File: src/rtl/resr_cfg.svh
`ifndef RESR_CFG_SVH
`define RESR_CFG_SVH

// ==========================================================================
// register offsets
`define RESR_ADDR_EVENT 8'h00
`define RESR_ADDR_LIVE 8'h01

// ==========================================================================
// reset values
`define RESR_EVENT_RESET 8'h00
`define RESR_LIVE_RESET 8'h00
`define RESR_RDATA_RESET 8'h00
`define RESR_UNMAPPED_DATA 8'h00

// ==========================================================================
// bit positions, shared by both registers
`define RESR_BIT_PG 0
`define RESR_BIT_OC 1
`define RESR_BIT_UV 2
`define RESR_BIT_SC 3
`define RESR_BIT_SPARE 4
`define RESR_BIT_TPREW 5
`define RESR_BIT_TWARN 6
`define RESR_BIT_TSD 7

`endif

File: src/rtl/resr_pkg.sv
package resr_pkg;

  // ========================================================================
  // raw conditions from the analog detectors
  typedef struct packed {
    logic thermal_shutdown_live;
    logic thermal_warn_live;
    logic thermal_prewarn_live;
    logic short_circuit_live;
    logic undervoltage_live;
    logic overcurrent_live;
    logic power_good_live;
  } resr_raw_t;

  // ========================================================================
  // register image, bit 4 spare
  typedef struct packed {
    logic thermal_shutdown;
    logic thermal_warn;
    logic thermal_prewarn;
    logic spare;
    logic short_circuit;
    logic undervoltage;
    logic overcurrent;
    logic power_good;
  } resr_reg_t;

  // ========================================================================
  // host read port
  typedef struct packed {
    logic en;
    logic [7:0] addr;
  } resr_rd_req_t;

endpackage : resr_pkg

File: src/rtl/resr_sync.sv
module resr_sync
(
  // clock and reset
  input wire logic clk,
  input wire logic nrst,
  // asynchronous conditions in, synchronised out
  input wire resr_pkg::resr_raw_t raw_in,
  output resr_pkg::resr_raw_t raw_sync
);

  resr_pkg::resr_raw_t meta;
  resr_pkg::resr_raw_t next_meta;
  resr_pkg::resr_raw_t next_sync;

  // ========================================================================
  // two-stage synchroniser, first stage feeds only the second
  always_comb
  begin
    next_meta = raw_in;
    next_sync = meta;
  end

  always_ff @(posedge clk or negedge nrst)
  begin
    if (!nrst)
    begin
      meta <= '0;
      raw_sync <= '0;
    end
    else
    begin
      meta <= next_meta;
      raw_sync <= next_sync;
    end
  end

endmodule : resr_sync

File: src/rtl/resr_status_regs.sv
// Summary of operation
// - event register reads 1 for latched events; a read of the event register clears it
// - over-current event latches into event register bit 1
// - input under-voltage event latches into event register bit 2
// - short-circuit protection event latches into event register bit 3
// - thermal prewarn bit 5, warn bit 6, shutdown bit 7; power good bit 0
// - live bit 1 shows current over limit, 0 below
// - live bit 6 shows junction over thermal warning limit
// - live bit 7 shows junction over thermal shutdown limit
`include "resr_cfg.svh"

module resr_status_regs
(
  // clock and reset
  input wire logic clk,
  input wire logic nrst,
  // raw detector conditions, asynchronous to clk
  input wire resr_pkg::resr_raw_t cond_raw,
  // register read port from the serial interface
  input wire resr_pkg::resr_rd_req_t rd_req,
  output logic [7:0] rd_data,
  output logic rd_valid
);

  // ========================================================================
  // map the seven conditions onto the register layout
  function automatic resr_pkg::resr_reg_t to_reg(resr_pkg::resr_raw_t r);
    resr_pkg::resr_reg_t v;
    v = '0;
    v.power_good = r.power_good_live;
    v.overcurrent = r.overcurrent_live;
    v.undervoltage = r.undervoltage_live;
    v.short_circuit = r.short_circuit_live;
    v.spare = 1'b0;
    v.thermal_prewarn = r.thermal_prewarn_live;
    v.thermal_warn = r.thermal_warn_live;
    v.thermal_shutdown = r.thermal_shutdown_live;
    return v;
  endfunction : to_reg

  // ========================================================================
  // synchronise detector outputs
  resr_pkg::resr_raw_t cond_sync;

  resr_sync u_sync
  (
    .clk(clk),
    .nrst(nrst),
    .raw_in(cond_raw),
    .raw_sync(cond_sync)
  );

  // ========================================================================
  // live image and event latch
  resr_pkg::resr_reg_t live_condition_reg;
  resr_pkg::resr_reg_t event_latch_reg;
  resr_pkg::resr_reg_t next_live;
  resr_pkg::resr_reg_t next_event;
  resr_pkg::resr_reg_t cond_now;
  resr_pkg::resr_reg_t edge_seen;
  logic [7:0] next_rd_data;
  logic next_rd_valid;
  logic rd_event;
  logic rd_live;

  always_comb
  begin
    cond_now = to_reg(cond_sync);
    // both edges count, so removal of a fault is reported too
    edge_seen = cond_now ^ live_condition_reg;
    edge_seen.spare = 1'b0;
    rd_event = rd_req.en && (rd_req.addr == `RESR_ADDR_EVENT);
    rd_live = rd_req.en && (rd_req.addr == `RESR_ADDR_LIVE);
    next_live = cond_now;
    // a new edge in the clearing cycle survives the clear
    if (rd_event)
    begin
      next_event = edge_seen;
    end
    else
    begin
      next_event = event_latch_reg | edge_seen;
    end
    next_rd_valid = rd_req.en;
    next_rd_data = rd_data;
    if (rd_req.en)
    begin
      case (rd_req.addr)
        `RESR_ADDR_EVENT:
        begin
          next_rd_data = event_latch_reg;
        end
        `RESR_ADDR_LIVE:
        begin
          next_rd_data = live_condition_reg;
        end
        default:
        begin
          next_rd_data = `RESR_UNMAPPED_DATA;
        end
      endcase
    end
  end

  always_ff @(posedge clk or negedge nrst)
  begin
    if (!nrst)
    begin
      live_condition_reg <= `RESR_LIVE_RESET;
      event_latch_reg <= `RESR_EVENT_RESET;
      rd_data <= `RESR_RDATA_RESET;
      rd_valid <= 1'b0;
    end
    else
    begin
      live_condition_reg <= next_live;
      event_latch_reg <= next_event;
      rd_data <= next_rd_data;
      rd_valid <= next_rd_valid;
    end
  end

  // ========================================================================
  // checks
  read_returns_flags_a: assert property (
    @(posedge clk) disable iff (!nrst)
    rd_event |=> (rd_data == $past(event_latch_reg)) && rd_valid
  ) else $error("event read did not return latched flags");

  read_clears_a: assert property (
    @(posedge clk) disable iff (!nrst)
    rd_event |=> event_latch_reg == $past(edge_seen)
  ) else $error("event read did not clear flags");

  overcurrent_latch_a: assert property (
    @(posedge clk) disable iff (!nrst)
    $changed(cond_sync.overcurrent_live)
      |=> event_latch_reg[`RESR_BIT_OC]
  ) else $error("over-current edge not latched in bit 1");

  undervoltage_latch_a: assert property (
    @(posedge clk) disable iff (!nrst)
    $changed(cond_sync.undervoltage_live)
      |=> event_latch_reg[`RESR_BIT_UV]
  ) else $error("under-voltage edge not latched in bit 2");

  short_latch_a: assert property (
    @(posedge clk) disable iff (!nrst)
    $changed(cond_sync.short_circuit_live)
      |=> event_latch_reg[`RESR_BIT_SC]
  ) else $error("short-circuit edge not latched in bit 3");

  thermal_latch_a: assert property (
    @(posedge clk) disable iff (!nrst)
    $changed(cond_sync.thermal_shutdown_live)
      |=> event_latch_reg[`RESR_BIT_TSD]
  ) else $error("thermal shutdown edge not latched in bit 7");

  overcurrent_live_a: assert property (
    @(posedge clk) disable iff (!nrst)
    ##1 live_condition_reg[`RESR_BIT_OC] == $past(cond_sync.overcurrent_live)
  ) else $error("live bit 1 does not follow over-current");

  twarn_live_a: assert property (
    @(posedge clk) disable iff (!nrst)
    rd_live |=> rd_data[`RESR_BIT_TWARN]
      == $past(live_condition_reg.thermal_warn)
  ) else $error("live bit 6 read wrong");

  tsd_live_a: assert property (
    @(posedge clk) disable iff (!nrst)
    ##1 live_condition_reg[`RESR_BIT_TSD]
      == $past(cond_sync.thermal_shutdown_live)
  ) else $error("live bit 7 does not follow thermal shutdown");

  falling_edge_a: assert property (
    @(posedge clk) disable iff (!nrst)
    $fell(cond_sync.power_good_live) |=> event_latch_reg.power_good
  ) else $error("falling power-good edge not latched");

  live_read_quiet_a: assert property (
    @(posedge clk) disable iff (!nrst)
    rd_live |=> event_latch_reg
      == ($past(event_latch_reg) | $past(edge_seen))
  ) else $error("live read disturbed event flags");

  spare_zero_a: assert property (
    @(posedge clk) disable iff (!nrst)
    rd_valid |-> !rd_data[`RESR_BIT_SPARE]
  ) else $error("spare bit read as one");

  pg_rise_latch_a: assert property (
    @(posedge clk) disable iff (!nrst)
    $rose(cond_sync.power_good_live) |=> event_latch_reg.power_good
  ) else $error("power-good edge not latched in bit 0");

  prewarn_latch_a: assert property (
    @(posedge clk) disable iff (!nrst)
    $changed(cond_sync.thermal_prewarn_live)
      |=> event_latch_reg[`RESR_BIT_TPREW]
  ) else $error("thermal prewarn edge not latched in bit 5");

  warn_latch_a: assert property (
    @(posedge clk) disable iff (!nrst)
    $changed(cond_sync.thermal_warn_live)
      |=> event_latch_reg[`RESR_BIT_TWARN]
  ) else $error("thermal warn edge not latched in bit 6");

  read_valid_a: assert property (
    @(posedge clk) disable iff (!nrst)
    ##1 rd_valid == $past(rd_req.en)
  ) else $error("read valid not one cycle after request");

  flags_hold_a: assert property (
    @(posedge clk) disable iff (!nrst)
    !rd_event |=> (event_latch_reg & $past(event_latch_reg))
      == $past(event_latch_reg)
  ) else $error("event flag lost without a read");

  rdata_hold_a: assert property (
    @(posedge clk) disable iff (!nrst)
    !rd_req.en |=> $stable(rd_data)
  ) else $error("read data changed without a request");

  spare_reg_zero_a: assert property (
    @(posedge clk) disable iff (!nrst)
    !live_condition_reg.spare && !event_latch_reg.spare
  ) else $error("spare bit set in a register");

endmodule : resr_status_regs

File: config.mk
export PLATFORM = sky130hd
export DESIGN_NAME = resr_status_regs
export DESIGN_NICKNAME = d
export VERILOG_FILES = /design/src/rtl/resr_pkg.sv /design/src/rtl/resr_sync.sv /design/src/rtl/resr_status_regs.sv
export VERILOG_INCLUDE_DIRS = /design/src /design/src/rtl
export SDC_FILE = /design/constraint.sdc
export NUM_CORES = 1
export LEC_CHECK = 0
export BUFFER_PORTS_ARGS = -buffer_cell sky130_fd_sc_hd__buf_2
export CAP_MARGIN = 0
export CORE_AREA = 10 10 76 78
export DETAILED_ROUTE_END_ITERATION = 16
export DIE_AREA = 0 0 86 88
export SYNTH_ARGS = -nofsm -noshare
export SYNTH_HDL_FRONTEND = slang
export SYNTH_SLANG_ARGS = --single-unit
File: constraint.sdc
create_clock -name clk -period 1.1 [get_ports clk]
set_input_delay 0.11 -clock clk [delete_from_list [all_inputs] [get_ports clk]]
set_output_delay 0.11 -clock clk [all_outputs]
set_load 0.01 [all_outputs]
Word level (Yosys, flattened, before mapping). Index checks and enable logic that the tools add are counted.

Register bits: 38. Input bits: 18. Output and inout port bits: 9. Logic and storage cells: 38.

Eq/ne operators: 1. Muxes and demuxes: 2. Bitwise gates (word level): 2. Reduce and logical (&&, ||, !) cells: 2.

Operators with widths (number): 8-bit one-hot mux with 2 select lines (1); 8-bit by 1-bit == test with 1-bit output, second input constant (1); 8-bit zero test (1); 8-bit 2-to-1 mux (1); 8-bit bitwise OR (1); 8-bit XOR (1); 1-bit logical AND (1).

Longest topological paths before layout. Gate-level depths: netlist of run 1.

Depth after elaboration: 3. Gate-level depth with buffers: 4. Depth with buffers taken out: 3.

Cells and area by module. A second synthesis of run 1 with hierarchy kept.

Cell total of the unflattened synthesis: 79. Area, all modules: 1265.0 um^2.

Modules (own cells, without submodules): resr_status_regs (instances 1, cells an instance 65, area each 914.6 um^2, seq. area each 575.6 um^2); resr_sync (instances 1, cells an instance 14, area each 350.3 um^2, seq. area each 350.3 um^2).

Worst setup path after synthesis of run 1. OpenSTA, ideal clock, no wires.

Path type: input -> register. Start: in rd_req[5] (netlist name). End: reg event_latch_reg[0] (netlist name). Library setup time: 0.119 ns. Arrival: 0.808 ns. Required time: 0.981 ns. Path slack: 0.173 ns. Stages on the path: 3. Path buffers: 0. Cells stage by stage: nor4_2 -> nand3b_2 -> a21o_2.

RTL lines: from (decl) (line resr_status_regs.sv:20) `input wire resr_pkg::resr_rd_req_t rd_req,`; to (signal assigned) (line resr_status_regs.sv:110) `` event_latch_reg <= `RESR_EVENT_RESET; ``; to (signal assigned) (line resr_status_regs.sv:117) `event_latch_reg <= next_event;`; to (decl) (line resr_status_regs.sv:56) `resr_pkg::resr_reg_t event_latch_reg;`.

Final worst setup path of run 1.
Start: reg rd_data[4]. End: out rd_data[4].

RTL lines: from (decl) (line resr_status_regs.sv:21) `output logic [7:0] rd_data,`; from (signal assigned) (line resr_status_regs.sv:111) `` rd_data <= `RESR_RDATA_RESET; ``; from (signal assigned) (line resr_status_regs.sv:118) `rd_data <= next_rd_data;`.

No word-level cell between the ends.

==> summary.txt, run 1 <==
Run status - complete, no violations
Synth async-reset ratio - 100%
CTS max path bufs - 2
Uppermost layer routed - met4
Initial antenna violation count - 0
Placed wire-length estimate - 1640 um
CP bufs+invs - 1
CTS root buffer - clkbuf_8
Setup slack, reg-to-reg - 250 ps
Power share of the clock group - 36.5%
Via density - 4.31
Critical path class - reg2out
Synth Warn # - 0
Final wirelength - 2230 um
CORE AREA - 0.00429 mm2
Die Width - 86 um
Gr ovfl total - 0
Met3 routed wirelength - 272 um
Hold path start - rd_req[8]
Worst path max stage delay - 390 ps
Top cells by area, synth - dfrtp_1 (73%), mux2i_1 (5.5%), a21o_2 (4.8%)
Yosys reg bits - 37
Max_slew headroom - 78.3%
CTS tree - yes
Largest register FFs - 8
Post-Syn Area - 0.00126 mm2
Worst-path maximum fanout - 2
Area grow syn2layout - 30.1%
Fin crit share - 83.4%
Multi-input combinational cell area - 297 um2
Unique masters post-synth - 13
First-pass GRT wire length - 3800 um
Hold crit path type - in2reg
Syn Area/Cell - 16.0 um2
FILL cells - 422
Clk sinks - 37
Skew final - 2.97 ps
Switching share of power - 20.2%
Antenna fix cells - 0
Sequential fraction of the synthesis area - 73.2%
Die Y-Extent - 88 um
Cell internal pwr - 1.98 mW
GP Congestion - 0.696
Drc violations - 0
Slew Limit Fails - 0
# H-tree levels - 2
Total die area - 0.00757 mm2
Met1 wire length - 994 um
Worst r2r dst - event_latch_reg[5]$_DFF_PN0_
Worst reg2reg path startpoint - live_condition_reg[5]$_DFF_PN0_
Post-Syn Nets - 97
Max Cap Violations - 0
Gr usage total - 6.25%
Clk slew on worst S/H paths - 60 ps
Sw Pwr - 0.502 mW
Mapped Cells - 79
Number of core rows - 24
Initial detailed-routing violation count - 31
Final nets - 139
CP startpoint kind - register
Drt wl/cell - 12.9 um
Worst reg2reg path depth - 2
Critical path endpoint category - output port
Setup Viol. Count Final - 0
Highest Clock Rate - 1.09 GHz
Reg with most FFs - rd_data
Latest clock arrival within the worst-skew pair - 270 ps
Share of the synthesized area in the top cell type - 73.2%
CTS resizes - 0
Final ANT Viol Nets - 0
Vias - 746
Pre-antenna DRT Iters - 4
Peak supply drop - 571 uV
Top FF cell, synth - dfrtp_1
Unrepaired setup endpoints after global routing - no
Period minus WS final - 918 ps
Fin. Hold Viols - 0
Vias in the first global route - 840
Register area - 926 um2
Tot Pwr - 2.48 mW
Leakage power - 0.769 nW
Gate power share - 6.1%
Top-Level Pins - 27
Met2 routed WL - 925 um
Pwr dens - 1510 mW/mm2
Slowest cell on the critical path - dfrtp_1
Place WS - -77.3 ps
Post-synth EDFFs - 0
Hold endpoint - rd_valid$_DFF_PN0_
Share of layout cells above drive strength 1 - 38.0%
Largest net degree at the start of global routing - 38
Worst EP arrival - 810 ps
CP delay by family, top - flip-flops
Setup ws final - 182 ps
Slew @ Worst Pin - 323 ps
Cell-by-cell trace of the critical path - buf_2
WP data required - 990 ps
Count leader, synth - dfrtp_1
WHS Path Cells - 2
Starting density of the core - 29.5%
Leading area contributor after synthesis - dfrtp_1
Sequential power share - 57.4%
I/O Buffers - 26
Total CTS buffers - 5
## worst max-delay path by stage
stage / start / end / slack [ps] / depth (start not counted)
finish: rd_data[4]$_DFFE_PN0P_ / rd_data[4] / 180 / 1
detailed placement: rd_req[5] / event_latch_reg[1]$_DFF_PN0_ / -80 / 4
floorplan: rd_req[5] / event_latch_reg[0]$_DFF_PN0_ / 170 / 3
global placement: rd_req[5] / event_latch_reg[3]$_DFF_PN0_ / -20 / 4
CTS: rd_data[4]$_DFFE_PN0P_ / rd_data[4] / 170 / 1
global route: rd_req[5] / event_latch_reg[5]$_DFF_PN0_ / 140 / 4
## layout make-up
| type | instances | share of cell area (%) |
|---|---|---|
| sequential | 37 | 56.3 |
| multi-input combinational | 33 | 18.0 |
| timing repair buffer | 37 | 14.9 |
| clock buffer | 7 | 5.25 |
| tap | 52 | 3.95 |
| inverter | 7 | 1.60 |
## per-stage QoR
step / hold WS (ps) / setup TNS [ps] / cell area, um2 / util (%) / instances
2_1_floorplan: -186 / 0 / 1260 / - / 79
3_3_place_gp: 85.9 / -150 / 1480 / 34.4 / 158
3_5_place_dp: 88.3 / -489 / 1480 / 34.4 / 158
4_1_cts: 118 / 0 / 1650 / 38.3 / 173
5_1_grt: 133 / 0 / 1650 / 38.3 / 173
6_report: 120 / 0 / 1650 / 38.3 / 173
## power by group through the flow
stage          Clock (mW)  Sequential (mW)  Combinational, mW
2_1_floorplan           0             1.45             0.0506
3_3_place_gp            0             1.45              0.131
3_5_place_dp            0             1.45              0.134
4_1_cts             0.941             1.43              0.156
5_1_grt              1.01             1.43              0.171
6_report            0.907             1.43              0.151
## kinds of logic after synthesis
group                     share of synthesized area [%]
AOI/OAI and AO/OA                                  8.31
xor gates and xnor gates                           4.85
buffers and inverters                              3.36
DFF                                                73.2
muxes                                              5.54
and+or+nand+nor                                    4.75
## placed cells by master, fill, tap and decap left out, drive strengths merged
cell,Yosys,final
xor2,7,7
nand3b,1,1
dlygate4sd3,0,8
o22ai,7,7
buf,2,29
nand2,1,1
a21o,7,7
and2b,1,1
mux2i,7,7
nor4,1,1
inv,7,7
dfrtp,37,37
nor4b,1,1
clkbuf,0,7
## layer usage
| metal | GRT usage [%] | vias to the layer above |
|---|---|---|
| met3 | 3.81 | 6 |
| met1 | 6.93 | 364 |
| met5 | 0 | - |
| met2 | 9.06 | 30 |
| li1 | - | 346 |
| met4 | 3.59 | 0 |
## what timing repair did
action                    CTS  global route
hold endpoints to repair   44             0
buffers inserted            0             0
hold buffers                8             0
Note: power is estimated with default switching activity, not from simulation.
==> inputs of run 2 (changes only) <==
- ABC_AREA: default -> 1
- CORE_AREA: 10 10 76 78 -> 10 10 79 81
- DIE_AREA: 0 0 86 88 -> 0 0 89 91
- clock period: 1.1 -> 0.9 ns (I/O delays scaled with it)
==> run 2 against run 1 <==
The run now ends with negative setup slack left. Worst setup slack lost 190 ps. Cell count grew 27%. Die area grew 7.0%. Synthesized area grew 8.9%. Wire length grew 8.1%. Core utilization grew 0.88 points. Synthesized cell count grew 51%. Critical path type unchanged.
==> summary.txt, run 2 <==
Drc violations - 0
Share of the synthesized area in the top cell type - 67.2%
Number of core rows - 25
Synth cell count leaders - dfrtp_1 (37), nand2_1 (29), nand3_1 (19)
Top FF cell, synth - dfrtp_1
Setup ws final - -3.34 ps
CTS max path bufs - 2
Total CTS buffers - 5
Max Cap Violations - 0
Worst-path maximum fanout - 2
Gr usage total - 6.77%
Gr ovfl total - 0
Worst reg2reg path startpoint - live_condition_reg[0]$_DFF_PN0_
Initial antenna violation count - 0
CP bufs+invs - 1
Antenna fix cells - 0
Hold path start - rd_req[8]
Commonest non-fill, non-tap cell in the layout - dfrtp_1
Slowest cell on the critical path - dfrtp_1
Latest clock arrival within the worst-skew pair - 290 ps
Drt wl/cell - 11.0 um
First-pass GRT wire length - 4290 um
Final ANT Viol Nets - 0
Period minus WS final - 903 ps
Pre-antenna DRT Iters - 4
Cell-by-cell trace of the critical path - buf_6
Unique masters post-synth - 15
Post-Syn Area - 0.00138 mm2
Leakage power - 0.957 nW
Critical path endpoint category - output port
Setup Viol. Count Final - 2
Largest register FFs - 8
Highest Clock Rate - 1.11 GHz
FILL cells - 448
Tot Pwr - 3.44 mW
Placed wire-length estimate - 1750 um
Mapped Cells - 119
Run status - finished with violations
Vias - 898
Total die area - 0.00810 mm2
Syn Area/Cell - 11.6 um2
# H-tree levels - 2
Initial detailed-routing violation count - 64
Critical Path Start - rd_data[4]$_DFFE_PN0P_
I/O Buffers - 26
Post-Syn Nets - 137
Core Util, Final - 39.2%
Synth Warn # - 0
Die Y-Extent - 91 um
Hold crit path type - in2reg
CORE AREA - 0.00466 mm2
Top-Level Pins - 27
Placed Area - 0.00156 mm2
Share of layout cells above drive strength 1 - 29.5%
CP startpoint kind - register
Fin. Hold Viols - 0
Slew Limit Fails - 0
Max_slew headroom - 86.4%
Finished Cell Area - 0.00183 mm2
Clk slew on worst S/H paths - 70 ps
Fin crit share - 100%
Skew final - 2.98 ps
Top cells by area, synth - dfrtp_1 (67%), nand2_1 (7.9%), nand3_1 (6.9%)
CTS tree - yes
Slew @ Worst Pin - 203 ps
Area grow syn2layout - 32.6%
Final wirelength - 2410 um
WHS - 202 ps
Largest net degree at the start of global routing - 38
Place WS - -1.89 ps
Violated checks - negative setup slack
Pwr dens - 1880 mW/mm2
Worst path max stage delay - 400 ps
CP delay by family, top - flip-flops
Critical path class - reg2out
Synth async-reset ratio - 100%
Clk sinks - 37
Worst EP arrival - 810 ps
GP Congestion - 0.797
Leading area contributor after synthesis - dfrtp_1
Commonest cells after routing, fill and taps aside - dfrtp_1 (37), nand2_1 (29), buf_2 (23)
Reg with most FFs - rd_data
Final nets - 183
Die Width - 89 um
Starting density of the core - 29.6%
Unrepaired setup endpoints after global routing - yes
Post-synth EDFFs - 0
CTS root buffer - clkbuf_8
Vias in the first global route - 954
Yosys reg bits - 37
WP data required - 810 ps
Via density - 4.08
Sequential fraction of the synthesis area - 67.2%
Peak supply drop - 1110 uV
Count leader, synth - dfrtp_1
## run 2: cell count changes after synthesis, moves of 4 or more
cell / previous run / this run
nand2_1: 1 / 29
nand3_1: 0 / 19
a21o_2: 7 / 0
mux2i_1: 7 / 0
o22ai_1: 7 / 0
xnor2_1: 0 / 7
xor2_1: 7 / 0
inv_1: 7 / 12
nor2_1: 0 / 4
## run 2: through the flow
step | TNS, ps | std cells
6_report | -6.55 | 220
5_1_grt | -364 | 220
4_1_cts | -117 | 220
3_5_place_dp | -1.89 | 198
3_3_place_gp | 0 | 198
2_1_floorplan | 0 | 119
## run 2: logic make-up (layout without fill, tap and decap cells)
| logic type | Yosys count | in the layout | share of synthesized area (%) |
|---|---|---|---|
| xor+xnor | 7 | 7 | 4.45 |
| buf+inv | 15 | 62 | 6.36 |
| flops | 37 | 37 | 67.2 |
| simple gates | 60 | 60 | 22.0 |
## run 2: path summary, 6_finish.rpt
| check | to | slack [ps] | depth (start not counted) |
|---|---|---|---|
| min reg2reg | u_sync.raw_sync[2]$_DFF_PN0_ | 350 | 0 |
| max in group asynchronous | u_sync.raw_sync[3]$_DFF_PN0_ | 430 | 3 |
| max | rd_data[4] | -3 | 1 |
| min | rd_data[4]$_DFFE_PN0P_ | 200 | 3 |
| min in group asynchronous | u_sync.meta[1]$_DFF_PN0_ | 280 | 3 |
| max reg2reg | rd_data[0]$_DFFE_PN0P_ | 130 | 4 |
## run 2: cell type report
type,instances,area [um2],share of cell area [%]
clock buffers,6,82.6,4.52
clock inverters,2,37.5,2.05
repair buffers,42,304,16.6
inverters,12,45.0,2.47
flip-flops and latches,37,926,50.7
well taps,54,67.6,3.70
multi-input cells,67,364,19.9
## run 2: power breakdown
part	internal (mW)	leakage (nW)	switching [mW]
Clock	0.900	0.0574	0.588
Combinational	0.106	0.470	0.104
Sequential	1.71	0.429	0.0271
## run 2: routing by layer
layer | wire, um | part of all wire (%) | track usage (%) | up-vias
met3 | 238 | 9.9 | 5.00 | 5
met1 | 1090 | 45 | 7.73 | 414
li1 | - | - | - | 457
met4 | 42 | 1.7 | 2.79 | 0
met5 | 0 | 0 | 0 | -
met2 | 1040 | 43 | 9.33 | 22
## run 2: repair_timing
action                                  4_1_cts  5_1_grt
hold buffers                                  9        0
gates resized for setup                       0        3
setup buffers                                 5        0
endpoints found under the setup margin        8        9
endpoints found under the hold margin        45        0
==> inputs of run 3 (changes only) <==
- ABC_AREA: 1 -> default
- CORE_AREA: 10 10 79 81 -> 10 10 76 78
- DIE_AREA: 0 0 89 91 -> 0 0 86 88
==> run 3 against run 2 <==
The run now ends clean. Non-clock buffer count fell by 1. Sequential share of layout area rose by 3.0 points. Worst setup slack improved by 4.7 ps. Clock-buffer cell count rose by 1. Sequential power barely moved. Worst hold slack got worse by 100 ps. Combinational power fell by 9.5%. Wire length fell by 7.0%. Clock skew rose by 3.3 ps. Via count fell by 17%. Cell count fell by 19%. Global-route usage fell by 0.072 points. Largest cell class unchanged. Highest routed layer unchanged.
==> summary.txt, run 3 (synthesis results as in run 1) <==
Run status - complete, no violations
CP startpoint kind - register
# placed instances - 158
WHS - 98.9 ps
Sum of negative setup slack - 0 ps
Total CTS buffers - 5
CTS root buffer - clkbuf_8
Fin crit share - 99.8%
Die Width - 86 um
WHS Path Cells - 2
Unrepaired setup endpoints after global routing - yes
First-pass GRT wire length - 3910 um
Clk slew on worst S/H paths - 70 ps
Commonest cells after routing, fill and taps aside - dfrtp_1 (37), buf_2 (22), dlygate4sd3_1 (8)
Worst EP arrival - 810 ps
Number of core rows - 24
Pre-antenna DRT Iters - 2
Latest clock arrival within the worst-skew pair - 280 ps
Tot Pwr - 3.16 mW
Final non-filler cell total - 178
Initial detailed-routing violation count - 10
GP Congestion - 0.699
Period minus WS final - 899 ps
Largest register FFs - 8
Core Util, Final - 40.2%
Area grow syn2layout - 36.3%
Max_slew headroom - 81.9%
Placed wire-length estimate - 1610 um
Share of layout cells above drive strength 1 - 41.3%
Drt wl/cell - 12.6 um
Initial antenna violation count - 0
Fin. Hold Viols - 0
CTS max path bufs - 2
FILL cells - 415
Critical path class - reg2out
Cell-by-cell trace of the critical path - buf_2
Largest net degree at the start of global routing - 38
Starting density of the core - 29.5%
Critical path endpoint category - output port
WP data required - 810 ps
Pwr dens - 1840 mW/mm2
Place WS - -199 ps
Final wirelength - 2240 um
CP bufs+invs - 1
CP delay by family, top - flip-flops
CORE AREA - 0.00429 mm2
Setup ws final - 1.35 ps
Hold crit path type - in2reg
Total die area - 0.00757 mm2
Multi-input combinational cell area - 305 um2
Via density - 4.21
Gr usage total - 6.69%
Gr ovfl total - 0
CTS tree - yes
Slew Limit Fails - 0
Cell depth of the worst setup path - 1
Top-Level Pins - 27
Die Y-Extent - 88 um
Drc violations - 0
Leakage power - 0.805 nW
Peak supply drop - 848 uV
I/O Buffers - 26
Placed Area - 0.00149 mm2
Antenna fix cells - 0
Skew final - 6.26 ps
Max Cap Violations - 0
Worst-path maximum fanout - 2
Vias in the first global route - 803
Worst reg2reg path depth - 4
Final ANT Viol Nets - 0
Clk sinks - 37
Register area - 926 um2
Final nets - 143
Worst path max stage delay - 380 ps
Finished Cell Area - 0.00172 mm2
Slew @ Worst Pin - 270 ps
Highest Clock Rate - 1.11 GHz
Commonest non-fill, non-tap cell in the layout - dfrtp_1
Vias - 749
Slowest cell on the critical path - dfrtp_1
# H-tree levels - 2
Reg with most FFs - rd_data
Setup Viol. Count Final - 0
## run 3: final cells by class
cell class,instances,area share [%]
clock buffer,7,5.59
clock inverter,1,0.290
tap,52,3.77
inverter,7,1.52
multi-input combinational,33,17.7
sequential,37,53.7
timing repair buffer,41,17.4
## run 3: worst paths after layout
kind                                     startpoint                           end  slack, ps
min in group asynchronous                      nrst            rd_valid$_DFF_PN0_        300
max in group asynchronous                      nrst      u_sync.meta[4]$_DFF_PN0_        410
max                          rd_data[3]$_DFFE_PN0P_                    rd_data[3]          1
min                                       rd_req[8]            rd_valid$_DFF_PN0_        100
max reg2reg                  rd_data[1]$_DFFE_PN0P_        rd_data[1]$_DFFE_PN0P_         40
min reg2reg                u_sync.meta[3]$_DFF_PN0_  u_sync.raw_sync[3]$_DFF_PN0_        350
## run 3: where the power goes
group | total [mW] | leakage (nW) | internal [mW] | switching (mW)
logic | 0.191 | 0.321 | 0.103 | 0.0883
clock network | 1.23 | 0.0542 | 0.691 | 0.538
registers | 1.74 | 0.429 | 1.72 | 0.0280
## run 3: metal layers
| metal | part of all wire, % | track usage [%] |
|---|---|---|
| met5 | 0 | 0 |
| met4 | 1.6 | 3.59 |
| met1 | 45 | 7.41 |
| met2 | 44 | 9.80 |
| met3 | 10 | 4.09 |
## run 3: what timing repair did
action	CTS	global route
setup endpoints to repair	8	9
hold buffers	8	0
setup buffers	2	2
gates resized for setup	0	4
hold endpoints to repair	44	0
